$ cat src/pca_defs.svh
/*
 * constants of the pulse count accumulator: clock rate, times, register
 * offsets and field positions.
 * assumes: included by bare name from every design file that needs it.
 */
`ifndef PCA_DEFS_SVH
`define PCA_DEFS_SVH

// clock and times, each in its own unit
`define PCA_CLK_HZ           25000000
`define PCA_MS_PER_S         1000
`define PCA_SW_CLOSE_MIN_MS  5
`define PCA_SW_OPEN_MIN_MS   6
`define PCA_BOUNCE_MAX_MS    1
`define PCA_DRAIN_FAST_HZ    64
`define PCA_DRAIN_SLOW_HZ    8

// counter widths
`define PCA_DB_W             18
`define PCA_DRAIN_W          19
`define PCA_DIV_W            3

// register byte offsets
`define PCA_REG_CFG0         6'h00
`define PCA_REG_CFG1         6'h04
`define PCA_REG_MULT0        6'h08
`define PCA_REG_MULT1        6'h0c
`define PCA_REG_OFFS0        6'h10
`define PCA_REG_OFFS1        6'h14
`define PCA_REG_INTERVAL     6'h18
`define PCA_REG_STATUS       6'h1c
`define PCA_REG_SNAP0        6'h20
`define PCA_REG_SNAP1        6'h24
`define PCA_REG_ACC0         6'h28
`define PCA_REG_ACC1         6'h2c
`define PCA_REG_RESULT       6'h30

// configuration fields
`define PCA_F_TYPE           2:0
`define PCA_F_OPT            4:3
`define PCA_F_INDEX          5
`define PCA_F_SRC            7:6
`define PCA_F_LOC            15:8

// status fields
`define PCA_ST_OVF0          0
`define PCA_ST_OVF1          1
`define PCA_ST_BUSY          2
`define PCA_ST_CHAIN         3

// reset values
`define PCA_CFG_RST          32'h0000_0000
`define PCA_MULT_RST         16'h0001
`define PCA_OFFS_RST         32'h0000_0000
`define PCA_INTERVAL_RST     16'h0001

`endif

$ cat src/pca_pkg.sv
/*
 * types of the pulse count accumulator: input types, options, sources and
 * the scaling state machine.
 * assumes: compiled before every module that imports it.
 */
package pca_pkg;

   typedef enum logic [2:0] {
      PT_HF   = 3'b000,
      PT_AC   = 3'b001,
      PT_SW   = 3'b010,
      PT_HF16 = 3'b011,
      PT_AC16 = 3'b100
   } pca_type_t;

   typedef enum logic [1:0] {
      OPT_NONE    = 2'b00,
      OPT_DISCARD = 2'b01,
      OPT_FREQ    = 2'b10
   } pca_opt_t;

   typedef enum logic [1:0] {
      SRC_OWN_PIN     = 2'b00,
      SRC_CTRL_ONE    = 2'b01,
      SRC_SHARED_PORT = 2'b10
   } pca_src_t;

   typedef enum logic [1:0] {
      SC_IDLE = 2'b00,
      SC_DIV  = 2'b01,
      SC_MAC  = 2'b10
   } pca_sc_state_t;

endpackage : pca_pkg

$ cat src/pca_debounce.sv
/*
 * switch closure qualifier for one input pin: the closed or open state is
 * taken only after the pin has held it for a set number of cycles.
 * assumes: i_pin synchronous to i_clk; qualifying counts below 2**18.
 */
`timescale 1ns/1ns
`include "pca_defs.svh"

module pca_debounce import pca_pkg::*; #(
   parameter logic        ACTIVE_CLOSED = 1'b0,
   parameter int unsigned CLOSE_QUAL    = 2,
   parameter int unsigned OPEN_QUAL     = 2
) (
   // clock and reset
   input  wire logic i_clk,
   input  wire logic i_rst_b,
   // pin
   input  wire logic i_pin,
   // qualified events
   output logic      o_open_evt,
   output logic      o_close_evt
);

   localparam logic [`PCA_DB_W-1:0] CLOSE_LIM = 18'(CLOSE_QUAL - 1);
   localparam logic [`PCA_DB_W-1:0] OPEN_LIM  = 18'(OPEN_QUAL - 1);

   logic                 closed_r,    closed_nxt;
   logic [`PCA_DB_W-1:0] cnt_r,       cnt_nxt;
   logic                 open_evt_r,  open_evt_nxt;
   logic                 close_evt_r, close_evt_nxt;

   // a short excursion resets the run, so bounces never flip the state
   always_comb begin
      closed_nxt    = closed_r;
      cnt_nxt       = '0;
      open_evt_nxt  = 1'b0;
      close_evt_nxt = 1'b0;
      if ((i_pin == ACTIVE_CLOSED) != closed_r) begin
         if (cnt_r == (closed_r ? OPEN_LIM : CLOSE_LIM)) begin
            closed_nxt    = ~closed_r;
            open_evt_nxt  = closed_r;
            close_evt_nxt = ~closed_r;
         end else begin
            cnt_nxt = 18'(cnt_r + 1'b1);
         end
      end
   end

   always_ff @(posedge i_clk) begin
      if (!i_rst_b) begin
         closed_r    <= 1'b0;
         cnt_r       <= '0;
         open_evt_r  <= 1'b0;
         close_evt_r <= 1'b0;
      end else begin
         closed_r    <= closed_nxt;
         cnt_r       <= cnt_nxt;
         open_evt_r  <= open_evt_nxt;
         close_evt_r <= close_evt_nxt;
      end
   end

   assign o_open_evt  = open_evt_r;
   assign o_close_evt = close_evt_r;

endmodule : pca_debounce

$ cat src/pca_scale.sv
/*
 * result engine: optional division of the count by the table interval,
 * then count times multiplier plus offset.
 * assumes: i_interval, i_mult and i_offset stay steady while o_busy is high.
 */
`timescale 1ns/1ns
`include "pca_defs.svh"

module pca_scale import pca_pkg::*; (
   // clock and reset
   input  wire logic               i_clk,
   input  wire logic               i_rst_b,
   // request
   input  wire logic               i_start,
   input  wire logic        [15:0] i_count,
   input  wire logic               i_freq,
   input  wire logic        [15:0] i_interval,
   input  wire logic signed [15:0] i_mult,
   input  wire logic signed [31:0] i_offset,
   // answer
   output logic                    o_busy,
   output logic                    o_done,
   output logic             [31:0] o_result
);

   pca_sc_state_t      state_r,  state_nxt;
   logic        [15:0] q_r,      q_nxt;
   logic        [15:0] rem_r,    rem_nxt;
   logic         [3:0] bit_r,    bit_nxt;
   logic               done_r,   done_nxt;
   logic        [31:0] result_r, result_nxt;
   logic        [16:0] trial;
   logic signed [32:0] prod;

   // serial divide keeps the area small; a result costs 18 cycles in hertz mode
   always_comb begin
      state_nxt  = state_r;
      q_nxt      = q_r;
      rem_nxt    = rem_r;
      bit_nxt    = bit_r;
      done_nxt   = 1'b0;
      result_nxt = result_r;
      trial      = {rem_r, q_r[15]};
      prod       = $signed({1'b0, q_r}) * i_mult;
      case (state_r)
         SC_IDLE: begin
            if (i_start) begin
               q_nxt     = i_count;
               rem_nxt   = '0;
               bit_nxt   = '0;
               state_nxt = (i_freq && (i_interval != '0)) ? SC_DIV : SC_MAC;
            end
         end
         SC_DIV: begin
            if (trial >= {1'b0, i_interval}) begin
               rem_nxt = 16'(trial - {1'b0, i_interval});
               q_nxt   = {q_r[14:0], 1'b1};
            end else begin
               rem_nxt = trial[15:0];
               q_nxt   = {q_r[14:0], 1'b0};
            end
            bit_nxt = 4'(bit_r + 1'b1);
            if (bit_r == '1) begin
               state_nxt = SC_MAC;
            end
         end
         SC_MAC: begin
            result_nxt = prod[31:0] + i_offset;
            done_nxt   = 1'b1;
            state_nxt  = SC_IDLE;
         end
         default: begin
            state_nxt = SC_IDLE;
         end
      endcase
   end

   always_ff @(posedge i_clk) begin
      if (!i_rst_b) begin
         state_r  <= SC_IDLE;
         q_r      <= '0;
         rem_r    <= '0;
         bit_r    <= '0;
         done_r   <= 1'b0;
         result_r <= '0;
      end else begin
         state_r  <= state_nxt;
         q_r      <= q_nxt;
         rem_r    <= rem_nxt;
         bit_r    <= bit_nxt;
         done_r   <= done_nxt;
         result_r <= result_nxt;
      end
   end

   assign o_busy   = (state_r != SC_IDLE);
   assign o_done   = done_r;
   assign o_result = result_r;

endmodule : pca_scale

$ cat src/pca_top.sv
/*
 * two channel pulse counter with 8/16-bit hardware counters, periodic drain
 * into 16-bit accumulators, per table snapshot and scaled result.
 * assumes: all inputs synchronous to I_REF_CLK; table engine pulses start
 * and instruction strobes for one cycle; Avalon-MM master with waitrequest.
 */
// Added by the designer: the Avalon-MM slave port and the register offsets.
// Function
// - switch closure on pulse pin, bounce filtered
// - pulse pin switch counts on opening
// - control ports count slow switch closures
// - control port switch counts on closing
// - shared port high blocks quiescent state; here only with I_SHARED_PORT_IRQ_EN or a channel on the shared port
// - two channels, 8-bit counters, 255 max
// - 16-bit option chains counters on channel 1
// - every 125 ms drain counters into accumulators
// - table start snapshots then clears accumulator
// - result is snapshot times multiplier plus offset
// - snapshot overwritten on every table execution; here kept on a long interval with option discard or frequency
// - discard keeps previous snapshot after long interval
// - frequency option divides by interval seconds
// - code selects input type zero to four
// - index option drains at 64 Hz; here only for types PT_HF and PT_AC, the others stay at 8 Hz
// - one snapshot store per repetition
// - 8-bit up to 2000 Hz, 16-bit 250 kHz
`timescale 1ns/1ns
`include "pca_defs.svh"

module pca_top import pca_pkg::*; #(
   parameter int unsigned BOUNCE_CYC     = `PCA_CLK_HZ / `PCA_MS_PER_S * `PCA_BOUNCE_MAX_MS,
   parameter int unsigned DRAIN_FAST_CYC = `PCA_CLK_HZ / `PCA_DRAIN_FAST_HZ
) (
   // clock and reset
   input  wire logic        I_REF_CLK,
   input  wire logic        I_RST_B,
   // avalon-mm slave
   input  wire logic  [5:0] I_AVS_ADDRESS,
   input  wire logic        I_AVS_READ,
   input  wire logic        I_AVS_WRITE,
   input  wire logic [31:0] I_AVS_WRITEDATA,
   input  wire logic  [3:0] I_AVS_BYTEENABLE,
   output logic      [31:0] O_AVS_READDATA,
   output logic             O_AVS_WAITREQUEST,
   // input pins
   input  wire logic        I_PULSE_IN1,
   input  wire logic        I_PULSE_IN2,
   input  wire logic        I_CONTROL_PORT_ONE,
   input  wire logic        I_SHARED_CONTROL_PULSE_PORT,
   input  wire logic        I_SHARED_PORT_IRQ_EN,
   // table engine
   input  wire logic        I_TABLE_START,
   input  wire logic        I_LONG_INTERVAL,
   input  wire logic        I_PULSE_INSTR,
   input  wire logic        I_PULSE_REP,
   // results and power
   output logic      [31:0] O_RESULT,
   output logic       [7:0] O_RESULT_LOC,
   output logic             O_RESULT_VALID,
   output logic             O_INSTR_BUSY,
   output logic             O_QUIESCENT_INHIBIT
);

   localparam logic [`PCA_DRAIN_W-1:0] DRAIN_LIM = 19'(DRAIN_FAST_CYC - 1);
   localparam logic [`PCA_DIV_W-1:0]   SLOW_LIM  = 3'(`PCA_DRAIN_FAST_HZ / `PCA_DRAIN_SLOW_HZ - 1);

   function automatic logic [16:0] sat_add16(input logic [15:0] a, input logic [15:0] b);
      logic [16:0] s;
      s = {1'b0, a} + {1'b0, b};
      return s[16] ? {1'b1, 16'hffff} : s;
   endfunction : sat_add16

   function automatic logic [31:0] be_merge(input logic [31:0] old, input logic [31:0] wd,
                                            input logic [3:0] be);
      logic [31:0] r;
      r = old;
      for (int i = 0; i < 4; i++) begin
         if (be[i]) begin
            r[i*8 +: 8] = wd[i*8 +: 8];
         end
      end
      return r;
   endfunction : be_merge

   // register file
   logic [1:0][31:0] cfg_r,  cfg_nxt;
   logic [1:0][15:0] mult_r, mult_nxt;
   logic [1:0][31:0] offs_r, offs_nxt;
   logic      [15:0] intv_r, intv_nxt;
   logic             ack_r,  ack_nxt;
   logic      [31:0] rdata_r, rdata_nxt;
   logic             req;
   logic             wr_en;

   // counting state
   logic [1:0][7:0]  cnt_r,  cnt_nxt;
   logic [1:0][15:0] acc_r,  acc_nxt;
   logic [1:0][15:0] snap_r, snap_nxt;
   logic      [1:0]  ovf_r,  ovf_nxt;
   logic [`PCA_DRAIN_W-1:0] fast_r, fast_nxt;
   logic [`PCA_DIV_W-1:0]   slow_r, slow_nxt;
   logic             tick64_r, tick64_nxt;
   logic             tick8_r,  tick8_nxt;
   logic      [3:0]  pin_r,  pin_nxt;
   logic             loc_sel_r, loc_sel_nxt;
   logic             quiet_r, quiet_nxt;

   // decode
   logic      [3:0]  pins;
   logic      [3:0]  raw_edge;
   logic      [3:0]  sw_evt;
   logic      [3:0]  open_evt;
   logic      [3:0]  close_evt;
   pca_type_t        ch_type [2];
   pca_opt_t         ch_opt  [2];
   logic      [1:0]  ch_sel  [2];
   logic      [1:0]  inc;
   logic      [1:0]  drain;
   logic             chain16;
   logic      [15:0] c16;
   logic      [15:0] dval;
   logic      [15:0] base;
   logic      [16:0] sum;
   logic             sc_start;
   logic             sc_busy;
   logic             sc_done;
   logic      [31:0] sc_result;

   assign pins = {I_SHARED_CONTROL_PULSE_PORT, I_CONTROL_PORT_ONE, I_PULSE_IN2, I_PULSE_IN1};

   // pulse pins idle high and close low; control ports idle low and close high
   pca_debounce #(.ACTIVE_CLOSED(1'b0), .CLOSE_QUAL(BOUNCE_CYC), .OPEN_QUAL(BOUNCE_CYC + 1)) u_db_p1 (
      .i_clk(I_REF_CLK), .i_rst_b(I_RST_B), .i_pin(I_PULSE_IN1),
      .o_open_evt(open_evt[0]), .o_close_evt(close_evt[0]));
   pca_debounce #(.ACTIVE_CLOSED(1'b0), .CLOSE_QUAL(BOUNCE_CYC), .OPEN_QUAL(BOUNCE_CYC + 1)) u_db_p2 (
      .i_clk(I_REF_CLK), .i_rst_b(I_RST_B), .i_pin(I_PULSE_IN2),
      .o_open_evt(open_evt[1]), .o_close_evt(close_evt[1]));
   pca_debounce #(.ACTIVE_CLOSED(1'b1), .CLOSE_QUAL(BOUNCE_CYC), .OPEN_QUAL(BOUNCE_CYC)) u_db_c1 (
      .i_clk(I_REF_CLK), .i_rst_b(I_RST_B), .i_pin(I_CONTROL_PORT_ONE),
      .o_open_evt(open_evt[2]), .o_close_evt(close_evt[2]));
   pca_debounce #(.ACTIVE_CLOSED(1'b1), .CLOSE_QUAL(BOUNCE_CYC), .OPEN_QUAL(BOUNCE_CYC)) u_db_c2 (
      .i_clk(I_REF_CLK), .i_rst_b(I_RST_B), .i_pin(I_SHARED_CONTROL_PULSE_PORT),
      .o_open_evt(open_evt[3]), .o_close_evt(close_evt[3]));

   assign sw_evt   = {close_evt[3:2], open_evt[1:0]};
   assign raw_edge = pins & ~pin_r;

   // channel decode
   always_comb begin
      chain16 = 1'b0;
      for (int c = 0; c < 2; c++) begin
         ch_type[c] = pca_type_t'(cfg_r[c][`PCA_F_TYPE]);
         ch_opt[c]  = pca_opt_t'(cfg_r[c][`PCA_F_OPT]);
         case (pca_src_t'(cfg_r[c][`PCA_F_SRC]))
            SRC_OWN_PIN:     ch_sel[c] = 2'(c);
            SRC_CTRL_ONE:    ch_sel[c] = 2'h2;
            default:         ch_sel[c] = 2'h3;
         endcase
         inc[c]   = (ch_type[c] == PT_SW) ? sw_evt[ch_sel[c]] : raw_edge[ch_sel[c]];
         drain[c] = (cfg_r[c][`PCA_F_INDEX] && ((ch_type[c] == PT_HF) || (ch_type[c] == PT_AC)))
                    ? tick64_r : tick8_r;
      end
      chain16 = (ch_type[0] == PT_HF16) || (ch_type[0] == PT_AC16);
   end

   // drain timebase: 64 Hz ticks, every eighth one is the 8 Hz drain
   always_comb begin
      fast_nxt   = 19'(fast_r + 1'b1);
      slow_nxt   = slow_r;
      tick64_nxt = 1'b0;
      tick8_nxt  = 1'b0;
      if (fast_r == DRAIN_LIM) begin
         fast_nxt   = '0;
         tick64_nxt = 1'b1;
         slow_nxt   = 3'(slow_r + 1'b1);
         tick8_nxt  = (slow_r == SLOW_LIM);
      end
   end

   // counters, accumulators and snapshots; a drain in the start cycle lands in the new interval
   always_comb begin
      cnt_nxt  = cnt_r;
      acc_nxt  = acc_r;
      snap_nxt = snap_r;
      ovf_nxt  = ovf_r;
      c16      = drain[0] ? '0 : {cnt_r[1], cnt_r[0]};
      dval     = '0;
      base     = '0;
      sum      = '0;
      if (chain16) begin
         if (inc[0] && (c16 != '1)) begin
            c16 = 16'(c16 + 1'b1);
         end
         cnt_nxt = {c16[15:8], c16[7:0]};
      end
      for (int c = 0; c < 2; c++) begin
         if (!chain16) begin
            cnt_nxt[c] = drain[c] ? '0 : cnt_r[c];
            if (inc[c] && (cnt_nxt[c] != '1)) begin
               cnt_nxt[c] = 8'(cnt_nxt[c] + 1'b1);
            end
         end
         if (I_TABLE_START) begin
            if (!((ch_opt[c] != OPT_NONE) && I_LONG_INTERVAL)) begin
               snap_nxt[c] = acc_r[c];
            end
         end
         base = I_TABLE_START ? '0 : acc_r[c];
         if (chain16) begin
            dval = (c == 0) ? {cnt_r[1], cnt_r[0]} : '0;
         end else begin
            dval = {8'h00, cnt_r[c]};
         end
         sum        = sat_add16(base, dval);
         acc_nxt[c] = drain[(chain16) ? 0 : c] ? sum[15:0] : base;
         ovf_nxt[c] = (I_TABLE_START ? 1'b0 : ovf_r[c]) | (drain[(chain16) ? 0 : c] & sum[16]);
      end
   end

   // instruction launch; a strobe while busy is dropped
   assign sc_start = I_PULSE_INSTR & ~sc_busy;

   always_comb begin
      loc_sel_nxt = sc_start ? I_PULSE_REP : loc_sel_r;
      quiet_nxt   = I_SHARED_CONTROL_PULSE_PORT & (I_SHARED_PORT_IRQ_EN |
                    (cfg_r[0][`PCA_F_SRC] >= SRC_SHARED_PORT) |
                    (cfg_r[1][`PCA_F_SRC] >= SRC_SHARED_PORT)); // source 2 and 3 both pick the shared port
   end

   pca_scale u_scale (
      .i_clk      (I_REF_CLK),
      .i_rst_b    (I_RST_B),
      .i_start    (sc_start),
      .i_count    (snap_r[I_PULSE_REP]),
      .i_freq     (ch_opt[sc_start ? I_PULSE_REP : loc_sel_r] == OPT_FREQ),
      .i_interval (intv_r),
      .i_mult     ($signed(mult_r[sc_start ? I_PULSE_REP : loc_sel_r])),
      .i_offset   ($signed(offs_r[sc_start ? I_PULSE_REP : loc_sel_r])),
      .o_busy     (sc_busy),
      .o_done     (sc_done),
      .o_result   (sc_result)
   );

   // avalon slave: one wait state, write lands at the accepting edge
   assign req               = I_AVS_READ | I_AVS_WRITE;
   assign wr_en             = I_AVS_WRITE & ack_r;
   assign O_AVS_WAITREQUEST = req & ~ack_r;

   always_comb begin
      ack_nxt   = req & ~ack_r;
      rdata_nxt = rdata_r;
      cfg_nxt   = cfg_r;
      mult_nxt  = mult_r;
      offs_nxt  = offs_r;
      intv_nxt  = intv_r;
      if (I_AVS_READ && !ack_r) begin
         if (I_AVS_ADDRESS == `PCA_REG_CFG0) rdata_nxt = cfg_r[0];
         else if (I_AVS_ADDRESS == `PCA_REG_CFG1) rdata_nxt = cfg_r[1];
         else if (I_AVS_ADDRESS == `PCA_REG_MULT0) rdata_nxt = {16'h0000, mult_r[0]};
         else if (I_AVS_ADDRESS == `PCA_REG_MULT1) rdata_nxt = {16'h0000, mult_r[1]};
         else if (I_AVS_ADDRESS == `PCA_REG_OFFS0) rdata_nxt = offs_r[0];
         else if (I_AVS_ADDRESS == `PCA_REG_OFFS1) rdata_nxt = offs_r[1];
         else if (I_AVS_ADDRESS == `PCA_REG_INTERVAL) rdata_nxt = {16'h0000, intv_r};
         else if (I_AVS_ADDRESS == `PCA_REG_STATUS) begin
            rdata_nxt = '0;
            rdata_nxt[`PCA_ST_OVF0]  = ovf_r[0];
            rdata_nxt[`PCA_ST_OVF1]  = ovf_r[1];
            rdata_nxt[`PCA_ST_BUSY]  = sc_busy;
            rdata_nxt[`PCA_ST_CHAIN] = chain16;
         end
         else if (I_AVS_ADDRESS == `PCA_REG_SNAP0) rdata_nxt = {16'h0000, snap_r[0]};
         else if (I_AVS_ADDRESS == `PCA_REG_SNAP1) rdata_nxt = {16'h0000, snap_r[1]};
         else if (I_AVS_ADDRESS == `PCA_REG_ACC0) rdata_nxt = {16'h0000, acc_r[0]};
         else if (I_AVS_ADDRESS == `PCA_REG_ACC1) rdata_nxt = {16'h0000, acc_r[1]};
         else if (I_AVS_ADDRESS == `PCA_REG_RESULT) rdata_nxt = sc_result;
         else rdata_nxt = '0;
      end
      if (wr_en) begin
         if (I_AVS_ADDRESS == `PCA_REG_CFG0) cfg_nxt[0] = be_merge(cfg_r[0], I_AVS_WRITEDATA, I_AVS_BYTEENABLE);
         else if (I_AVS_ADDRESS == `PCA_REG_CFG1) cfg_nxt[1] = be_merge(cfg_r[1], I_AVS_WRITEDATA, I_AVS_BYTEENABLE);
         else if (I_AVS_ADDRESS == `PCA_REG_MULT0)
            mult_nxt[0] = 16'(be_merge({16'h0000, mult_r[0]}, I_AVS_WRITEDATA, I_AVS_BYTEENABLE));
         else if (I_AVS_ADDRESS == `PCA_REG_MULT1)
            mult_nxt[1] = 16'(be_merge({16'h0000, mult_r[1]}, I_AVS_WRITEDATA, I_AVS_BYTEENABLE));
         else if (I_AVS_ADDRESS == `PCA_REG_OFFS0) offs_nxt[0] = be_merge(offs_r[0], I_AVS_WRITEDATA, I_AVS_BYTEENABLE);
         else if (I_AVS_ADDRESS == `PCA_REG_OFFS1) offs_nxt[1] = be_merge(offs_r[1], I_AVS_WRITEDATA, I_AVS_BYTEENABLE);
         else if (I_AVS_ADDRESS == `PCA_REG_INTERVAL)
            intv_nxt = 16'(be_merge({16'h0000, intv_r}, I_AVS_WRITEDATA, I_AVS_BYTEENABLE));
      end
   end

   always_ff @(posedge I_REF_CLK) begin
      if (!I_RST_B) begin
         cfg_r     <= {`PCA_CFG_RST, `PCA_CFG_RST};
         mult_r    <= {`PCA_MULT_RST, `PCA_MULT_RST};
         offs_r    <= {`PCA_OFFS_RST, `PCA_OFFS_RST};
         intv_r    <= `PCA_INTERVAL_RST;
         ack_r     <= 1'b0;
         rdata_r   <= '0;
         cnt_r     <= '0;
         acc_r     <= '0;
         snap_r    <= '0;
         ovf_r     <= '0;
         fast_r    <= '0;
         slow_r    <= '0;
         tick64_r  <= 1'b0;
         tick8_r   <= 1'b0;
         pin_r     <= pins; // follows the pins so idle-high pulse pins give no false edge after reset
         loc_sel_r <= 1'b0;
         quiet_r   <= 1'b0;
      end else begin
         cfg_r     <= cfg_nxt;
         mult_r    <= mult_nxt;
         offs_r    <= offs_nxt;
         intv_r    <= intv_nxt;
         ack_r     <= ack_nxt;
         rdata_r   <= rdata_nxt;
         cnt_r     <= cnt_nxt;
         acc_r     <= acc_nxt;
         snap_r    <= snap_nxt;
         ovf_r     <= ovf_nxt;
         fast_r    <= fast_nxt;
         slow_r    <= slow_nxt;
         tick64_r  <= tick64_nxt;
         tick8_r   <= tick8_nxt;
         pin_r     <= pins;
         loc_sel_r <= loc_sel_nxt;
         quiet_r   <= quiet_nxt;
      end
   end

   assign O_AVS_READDATA      = rdata_r;
   assign O_RESULT            = sc_result;
   assign O_RESULT_LOC        = cfg_r[loc_sel_r][`PCA_F_LOC];
   assign O_RESULT_VALID      = sc_done;
   assign O_INSTR_BUSY        = sc_busy;
   assign O_QUIESCENT_INHIBIT = quiet_r;

endmodule : pca_top

$ cat config.mk
export PLATFORM = sky130hd
export DESIGN_NAME = pca_top
export DESIGN_NICKNAME = d
export VERILOG_FILES = /design/src/pca_pkg.sv /design/src/pca_debounce.sv /design/src/pca_scale.sv /design/src/pca_top.sv
export VERILOG_INCLUDE_DIRS = /design/src
export SDC_FILE = /design/constraint.sdc
export NUM_CORES = 2
export LEC_CHECK = 0
export ABC_AREA = 1
export BUFFER_PORTS_ARGS = -buffer_cell sky130_fd_sc_hd__buf_2
export CAP_MARGIN = 25
export CELL_PAD_IN_SITES_DETAIL_PLACEMENT = 0
export CELL_PAD_IN_SITES_GLOBAL_PLACEMENT = 1
export CORE_MARGIN = 4
export CORE_UTILIZATION = 30
export DETAILED_ROUTE_END_ITERATION = 7
export GPL_ROUTABILITY_DRIVEN = 0
export GPL_TIMING_DRIVEN = 0
export HOLD_SLACK_MARGIN = 0.1
export PLACE_DENSITY = 0.71
export SYNTH_ARGS = -nofsm -noshare
export SYNTH_HDL_FRONTEND = slang
export SYNTH_HIERARCHICAL = 1
export SYNTH_SLANG_ARGS = --single-unit
$ cat constraint.sdc
create_clock -name I_REF_CLK -period 6.2 [get_ports I_REF_CLK]
set_input_delay 0.31 -clock I_REF_CLK [delete_from_list [all_inputs] [get_ports I_REF_CLK]]
set_output_delay 0.31 -clock I_REF_CLK [all_outputs]
set_load 0.005 [all_outputs]
# ---- Word-level counts from Yosys, hierarchy flattened
# Cells that the tools add are included.
# W data, S select, Z words.
dict set report totals {
  ff_bits 472
  input_bits 55
  wordCells 296
}
dict set report op_classes {
  add_sub_neg 14
  multipliers 1
  order_cmp 10
  eq_ne 39
  muxes 77
  bitwise_logic 35
  n_reduce_logical 64
}
# op count
set ops {}
lappend ops {{$mux W32} 15}
lappend ops {{$mux W16} 16}
lappend ops {{$add A18 B1 Y18 const B} 4}
lappend ops {{$pmux W16 S2} 2}
lappend ops {{$mux W8} 7}
lappend ops {{$eq A18 B15 Y1 const B} 2}
lappend ops {{$eq A18 B18 Y1} 2}
lappend ops {{$add A16 B16 Y17} 2}
lappend ops {{$mux W17} 2}
lappend ops {{$add A32 B32 Y32} 1}
lappend ops {{$mul A17 B16 Y32} 1}
lappend ops {{$reduce_and A8 Y1} 4}
lappend ops {{$eq A6 B6 Y1 const B} 5}
lappend ops {{$reduce_and A7 Y1} 4}
lappend ops {{$eq A6 B5 Y1 const B} 4}
lappend ops {{$reduce_and A3 Y1} 8}
lappend ops {{$not A1 Y1} 21}
lappend ops {{$add A19 B1 Y19 const B} 1}
lappend ops {{$eq A19 B19 Y1 const B} 1}
lappend ops {{$mux W1} 18}
lappend ops {{$reduce_and A2 Y1} 9}
lappend ops {{$reduce_and A9 Y1} 2}
lappend ops {{$ge A17 B16 Y1} 1}
lappend ops {{$add A16 B1 Y16 const B} 1}
lappend ops {{other kinds (43)} 107}

# ---- Longest topological paths before layout
dict set report logic_depth {
  depth_word 14
  ltp_mapped 39
}

# ---- Cells and area by module
# Netlist, hierarchy kept.
# module instances cells_per_inst area_per_inst_um2
set modules_own_cells {}
lappend modules_own_cells {pca_top 1 2543 16950.0}
lappend modules_own_cells {pca_scale 1 2057 14421.3}
lappend modules_own_cells {{pca_debounce at u_db_c1 ...} 2 158 1113.6}
lappend modules_own_cells {{pca_debounce at u_db_p1 ...} 2 151 1086.0}

# ---- Least setup slack after synthesis
# No wires, ideal clock.
dict set report synth_path {
  path_kind {flip-flop to flip-flop}
  start {register u_scale.state_r[0]}
  end {register u_scale.result_r[23] (netlist: u_scale/o_result[23])}
  setup_time_ps 114
  arrival_time_ps 6708
  slack_ps -621
  path_stages_with_launch 34
  n_path_buf 3
  path_cell_list {dfxtp_1 nor2_1 inv_1 nor2_1 inv_1 o21ai_1 inv_2 clkbuf_1 nand2_1 nand2_1 buf_2 inv_1 clkbuf_1 nor2_1 fa_1 inv_1 fa_1 inv_1 fa_1 fa_1 fa_1 inv_1 fa_1 inv_1 ha_1 nand2_1 nor2_1 inv_2 nor3_1 nand3_1 nand3_1 nor2_1 o21bai_1 inv_1}
}
dict set report synth_via {
  elab_chain_len 8
  elab_cells_between_ends 11
  classes_between {add/sub: 1; mul: 1; eq/ne: 1; mux: 5; bitwise: 2; reduce/logical: 1}
}
# element line
set synth_rtl {}
lappend synth_rtl {{start, declared} pca_scale.sv:26} ;# pca_sc_state_t state_r, state_nxt;
lappend synth_rtl {{start signal, assigned} pca_scale.sv:87} ;# state_r <= state_nxt;
lappend synth_rtl {{$reduce_bool A2 Y1 (*)} pca_scale.sv:96} ;# assign o_busy = (state_r != SC_IDLE);
lappend synth_rtl {{net O_INSTR_BUSY} pca_top.sv:59} ;# output logic O_INSTR_BUSY,
lappend synth_rtl {{$not A1 Y1 (*)} pca_top.sv:220} ;# assign sc_start = I_PULSE_INSTR & ~sc_busy;
lappend synth_rtl {{$and A1 B1 Y1 (*)} pca_top.sv:220}
lappend synth_rtl {{net sc_start} pca_top.sv:123} ;# logic sc_start;
lappend synth_rtl {{$mux W1 (*)} {pca_top.sv:236, pca_top.sv:237}}
lappend synth_rtl {{$mux W16 (2 in a row)} pca_top.sv:236} ;# .i_mult ($signed(mult_r[sc_start ? I_PULSE_REP : loc_sel_r])),
lappend synth_rtl {{$mul A17 B16 Y32} pca_scale.sv:44} ;# prod = $signed({1'b0, q_r}) * i_mult;
lappend synth_rtl {{$add A32 B32 Y32 (*)} pca_scale.sv:68} ;# result_nxt = prod[31:0] + i_offset;
lappend synth_rtl {{end signal, assigned} pca_scale.sv:92} ;# result_r <= result_nxt;
lappend synth_rtl {{end, declared} pca_scale.sv:31} ;# logic [31:0] result_r, result_nxt;
# The timed path passes the listed nets; every way through them passes the cells marked *. The select of a mux whose other input is x is not followed.
# A chain may end at the register's enable or synchronous reset.

# ---- Worst setup path in the final report
dict set report layout_path {
  start {register u_scale.state_r[1]}
  end {register u_scale.result_r[23] (netlist: u_scale/o_result[23])}
}
dict set report layout_via {
  elab_chain_len 8
  elab_cells_between_ends 11
  classes_between {add/sub: 1; mul: 1; eq/ne: 1; mux: 5; bitwise: 2; reduce/logical: 1}
}
# element line
set layout_rtl {}
lappend layout_rtl {{$reduce_bool A2 Y1 (*)} pca_scale.sv:96}
lappend layout_rtl {{$not A1 Y1 (*)} pca_top.sv:220}
lappend layout_rtl {{$and A1 B1 Y1 (*)} pca_top.sv:220}
lappend layout_rtl {{net sc_start} pca_top.sv:123}
lappend layout_rtl {{$mux W1 (*)} {pca_top.sv:236, pca_top.sv:237}}
lappend layout_rtl {{$mux W16 (2 in a row)} pca_top.sv:236}
lappend layout_rtl {{$mul A17 B16 Y32} pca_scale.sv:44}
lappend layout_rtl {{$add A32 B32 Y32 (*)} pca_scale.sv:68}
# Marks and branches as above.

==> metrics.md <==
| Metric | Value |
|---|---|
| Cell area after layout | 0.0435 mm2 |
| Crit path capture type | register |
| Status | finished, violations left |
| Worst hold path class | in -> reg |
| Starting Density | 30.2% |
| Via Count | 34800 |
| Via density | 4.88 |
| Mapped Nets | 5658 |
| Syn Inst Count | 5210 |
| Core ar. | 0.118 mm2 |
| CTS tree | built |
| R2r endpoint | u_scale/o_result[23]$_SDFFE_PN0P_ |
| 1st-pass router iterations | 6 |
| F_max | 155 MHz |
| Max-slew violations | 0 |
| Fin crit period | 6.47 ns |
| CTS buffer count | 60 |
| Clk sink count | 472 |
| Final total power | 11.8 mW |
| Final Setup Violations | 18 |
| Multi-input logic area | 0.0232 mm2 |
| DRT Wirelength | 140000 um |
| Hold path cells | 3 |
| Average wire per standard cell | 19.7 um |
| Slew headroom | 27.4% |
| R2r worst-path depth | 33 |
| Startpoint types | register |
| Pleak | 20.1 nW |
| Die Ht | 353 um |
| Clock Skew | 0.0826 ns |
| H-tree levels | 2 |
| Sequential Area | 0.00946 mm2 |
| Commonest non-fill, non-tap cell in the layout | nand2_1 |
| DIE AREA | 0.124 mm2 |
| Worst-path clk slew | 0.07 ns |
| Vias in the first global route | 33500 |
| Area delta synth->final | 22.1% |
| Avg Cell Area, Syn | 6.84 um2 |
| Power Dens Cells | 272 mW/mm2 |
| Hold path startpoint | I_AVS_WRITEDATA[13] |
| Failing checks | setup timing |
| Worst Path Arrival | 7.00 ns |
| Final hold vios | 0 |
| Final period utilization | 104% |
| Max Root-Sink Buffers | 3 |
| Hold path endpoint | cfg_r[45]$_SDFFE_PN0P_ |
| Row count | 126 |
| Pin count of the biggest net entering global routing | 19 |
| CP Class | reg -> reg |
| Placed Area | 0.0385 mm2 |
| Root Driver | clkbuf_16 |
| Unrepaired setup endpoints after global routing | yes |
| Worst slack, placed | -1.65 ns |
| Skew-Pair Late Insertion Delay | 0.71 ns |
| Crit path required time | 6.73 ns |
| # port buffers | 127 |
| Crit path largest cell delay | 0.58 ns |
| Max-cap violation count | 0 |
| Post-DP HPWL | 111000 um |
| Max VDD drop | 0.306 mV |
| Crit Path Max Fanout | 7 |
| Grt total ovfl | 0 |
| Reg2Reg Launch Point | u_scale/state_r[1]$_SDFFE_PN0P_ |
| Fillers | 12500 |
| Die width | 353 um |
| TNS Setup | -2.88 ns |
| Syn. warnings | 6 |
| Number of I/O pins | 131 |
| Worst slew pin tran | 1.09 ns |
| Drt drc | 0 |
| Most frequent cells in the layout | nand2_1 (1114), inv_1 (846), nor2_1 (489), dfxtp_1 (470), a21oi_1 (357) |
| CP max-delay cell | fa_1 |
| Final ANT Viol Nets | 0 |
| Iteration-0 DRC Markers | 2894 |
| Setup ws final | -0.266 ns |
| Layout cells sized above 1 | 15.7% |
| Gr usage total | 21.8% |
| Final nets | 5975 |
| Internal reg-to-reg setup slack | -0.27 ns |
| Initial antenna violation count | 10 |
| First-pass GRT wire length | 210000 um |
| Final core utilization | 36.9% |
| Mapped cell area | 0.0357 mm2 |
[per-stage QoR]
stage,hold slack (ns),std cells
global route,0.125,7112
detailed placement,0.442,6878
floorplan,0.338,5210
finish,0.158,7114
global placement,0.430,6873
CTS,0.103,7098
[flip-flops by register name (all words and copies together), names as in the netlist, 19 cells and up]
name / count
O_AVS_READDATA: 32
acc_r: 32
cfg_r: 64
fast_r: 19
mult_r: 32
offs_r: 64
snap_r: 32
u_scale/o_result: 32
[worst max-delay path by stage]
stage,start,end
floorplan,u_scale/state_r[1]$_SDFFE_PN0P_,u_scale/o_result[19]$_SDFFE_PN0P_
global placement,u_scale/state_r[1]$_SDFFE_PN0P_,u_scale/o_result[30]$_SDFFE_PN0P_
detailed placement,u_scale/state_r[1]$_SDFFE_PN0P_,u_scale/o_result[30]$_SDFFE_PN0P_
CTS,u_scale/state_r[0]$_SDFFE_PN0P_,u_scale/o_result[30]$_SDFFE_PN0P_
global route,u_scale/state_r[1]$_SDFFE_PN0P_,u_scale/o_result[23]$_SDFFE_PN0P_
finish,u_scale/state_r[1]$_SDFFE_PN0P_,u_scale/o_result[23]$_SDFFE_PN0P_
[metal layers]
layer | share of wire [%] | vias up | GRT usage, % | routed length, um
met2 | 45 | 1126 | 35.5 | 62700
met4 | 3.5 | 8 | 7.03 | 4970
met1 | 44 | 16400 | 29.3 | 62200
met3 | 7.2 | 228 | 3.90 | 10000
li1 | - | 16900 | - | -
met5 | 0.034 | - | 0 | 48
[power by group]
group	total (mW)	switching (mW)	internal [mW]	leakage, nW
logic	4.65	3.14	1.51	15.3
clock network	3.70	1.52	2.18	0.992
registers	3.49	0.255	3.24	3.82
[critical path: cells and delay by family, from the launching register on]
kind                       cells  cell delay (ns)
AOI/OAI and AO/OA              4             0.56
DFF                            1             0.35
and+or+nand+nor               10             0.87
adders and majority gates      7             3.39
buffers and inverters         12             1.10
[cell type report]
cell class                 count  share of cell area, %
multi-input combinational   3590                   53.3
sequential                   472                   21.7
inverter                     934                   8.10
timing repair buffer         262                   4.42
tap                         1536                   4.41
clock buffer                  88                   3.97
buffer                       207                   3.28
clock inverter                22                  0.776
antenna                        3                 0.0172
[timing repair]
action / in CTS / in global routing
setup buffers: 74 / 14
resized for setup: 385 / 135
hold buffers: 38 / 0
pin swaps: 163 / 72
gates cloned: 1 / 1
endpoints found under the setup margin: 27 / 24
endpoints found under the hold margin: 181 / 0
No activity file was read; power rests on OpenSTA's default activity.
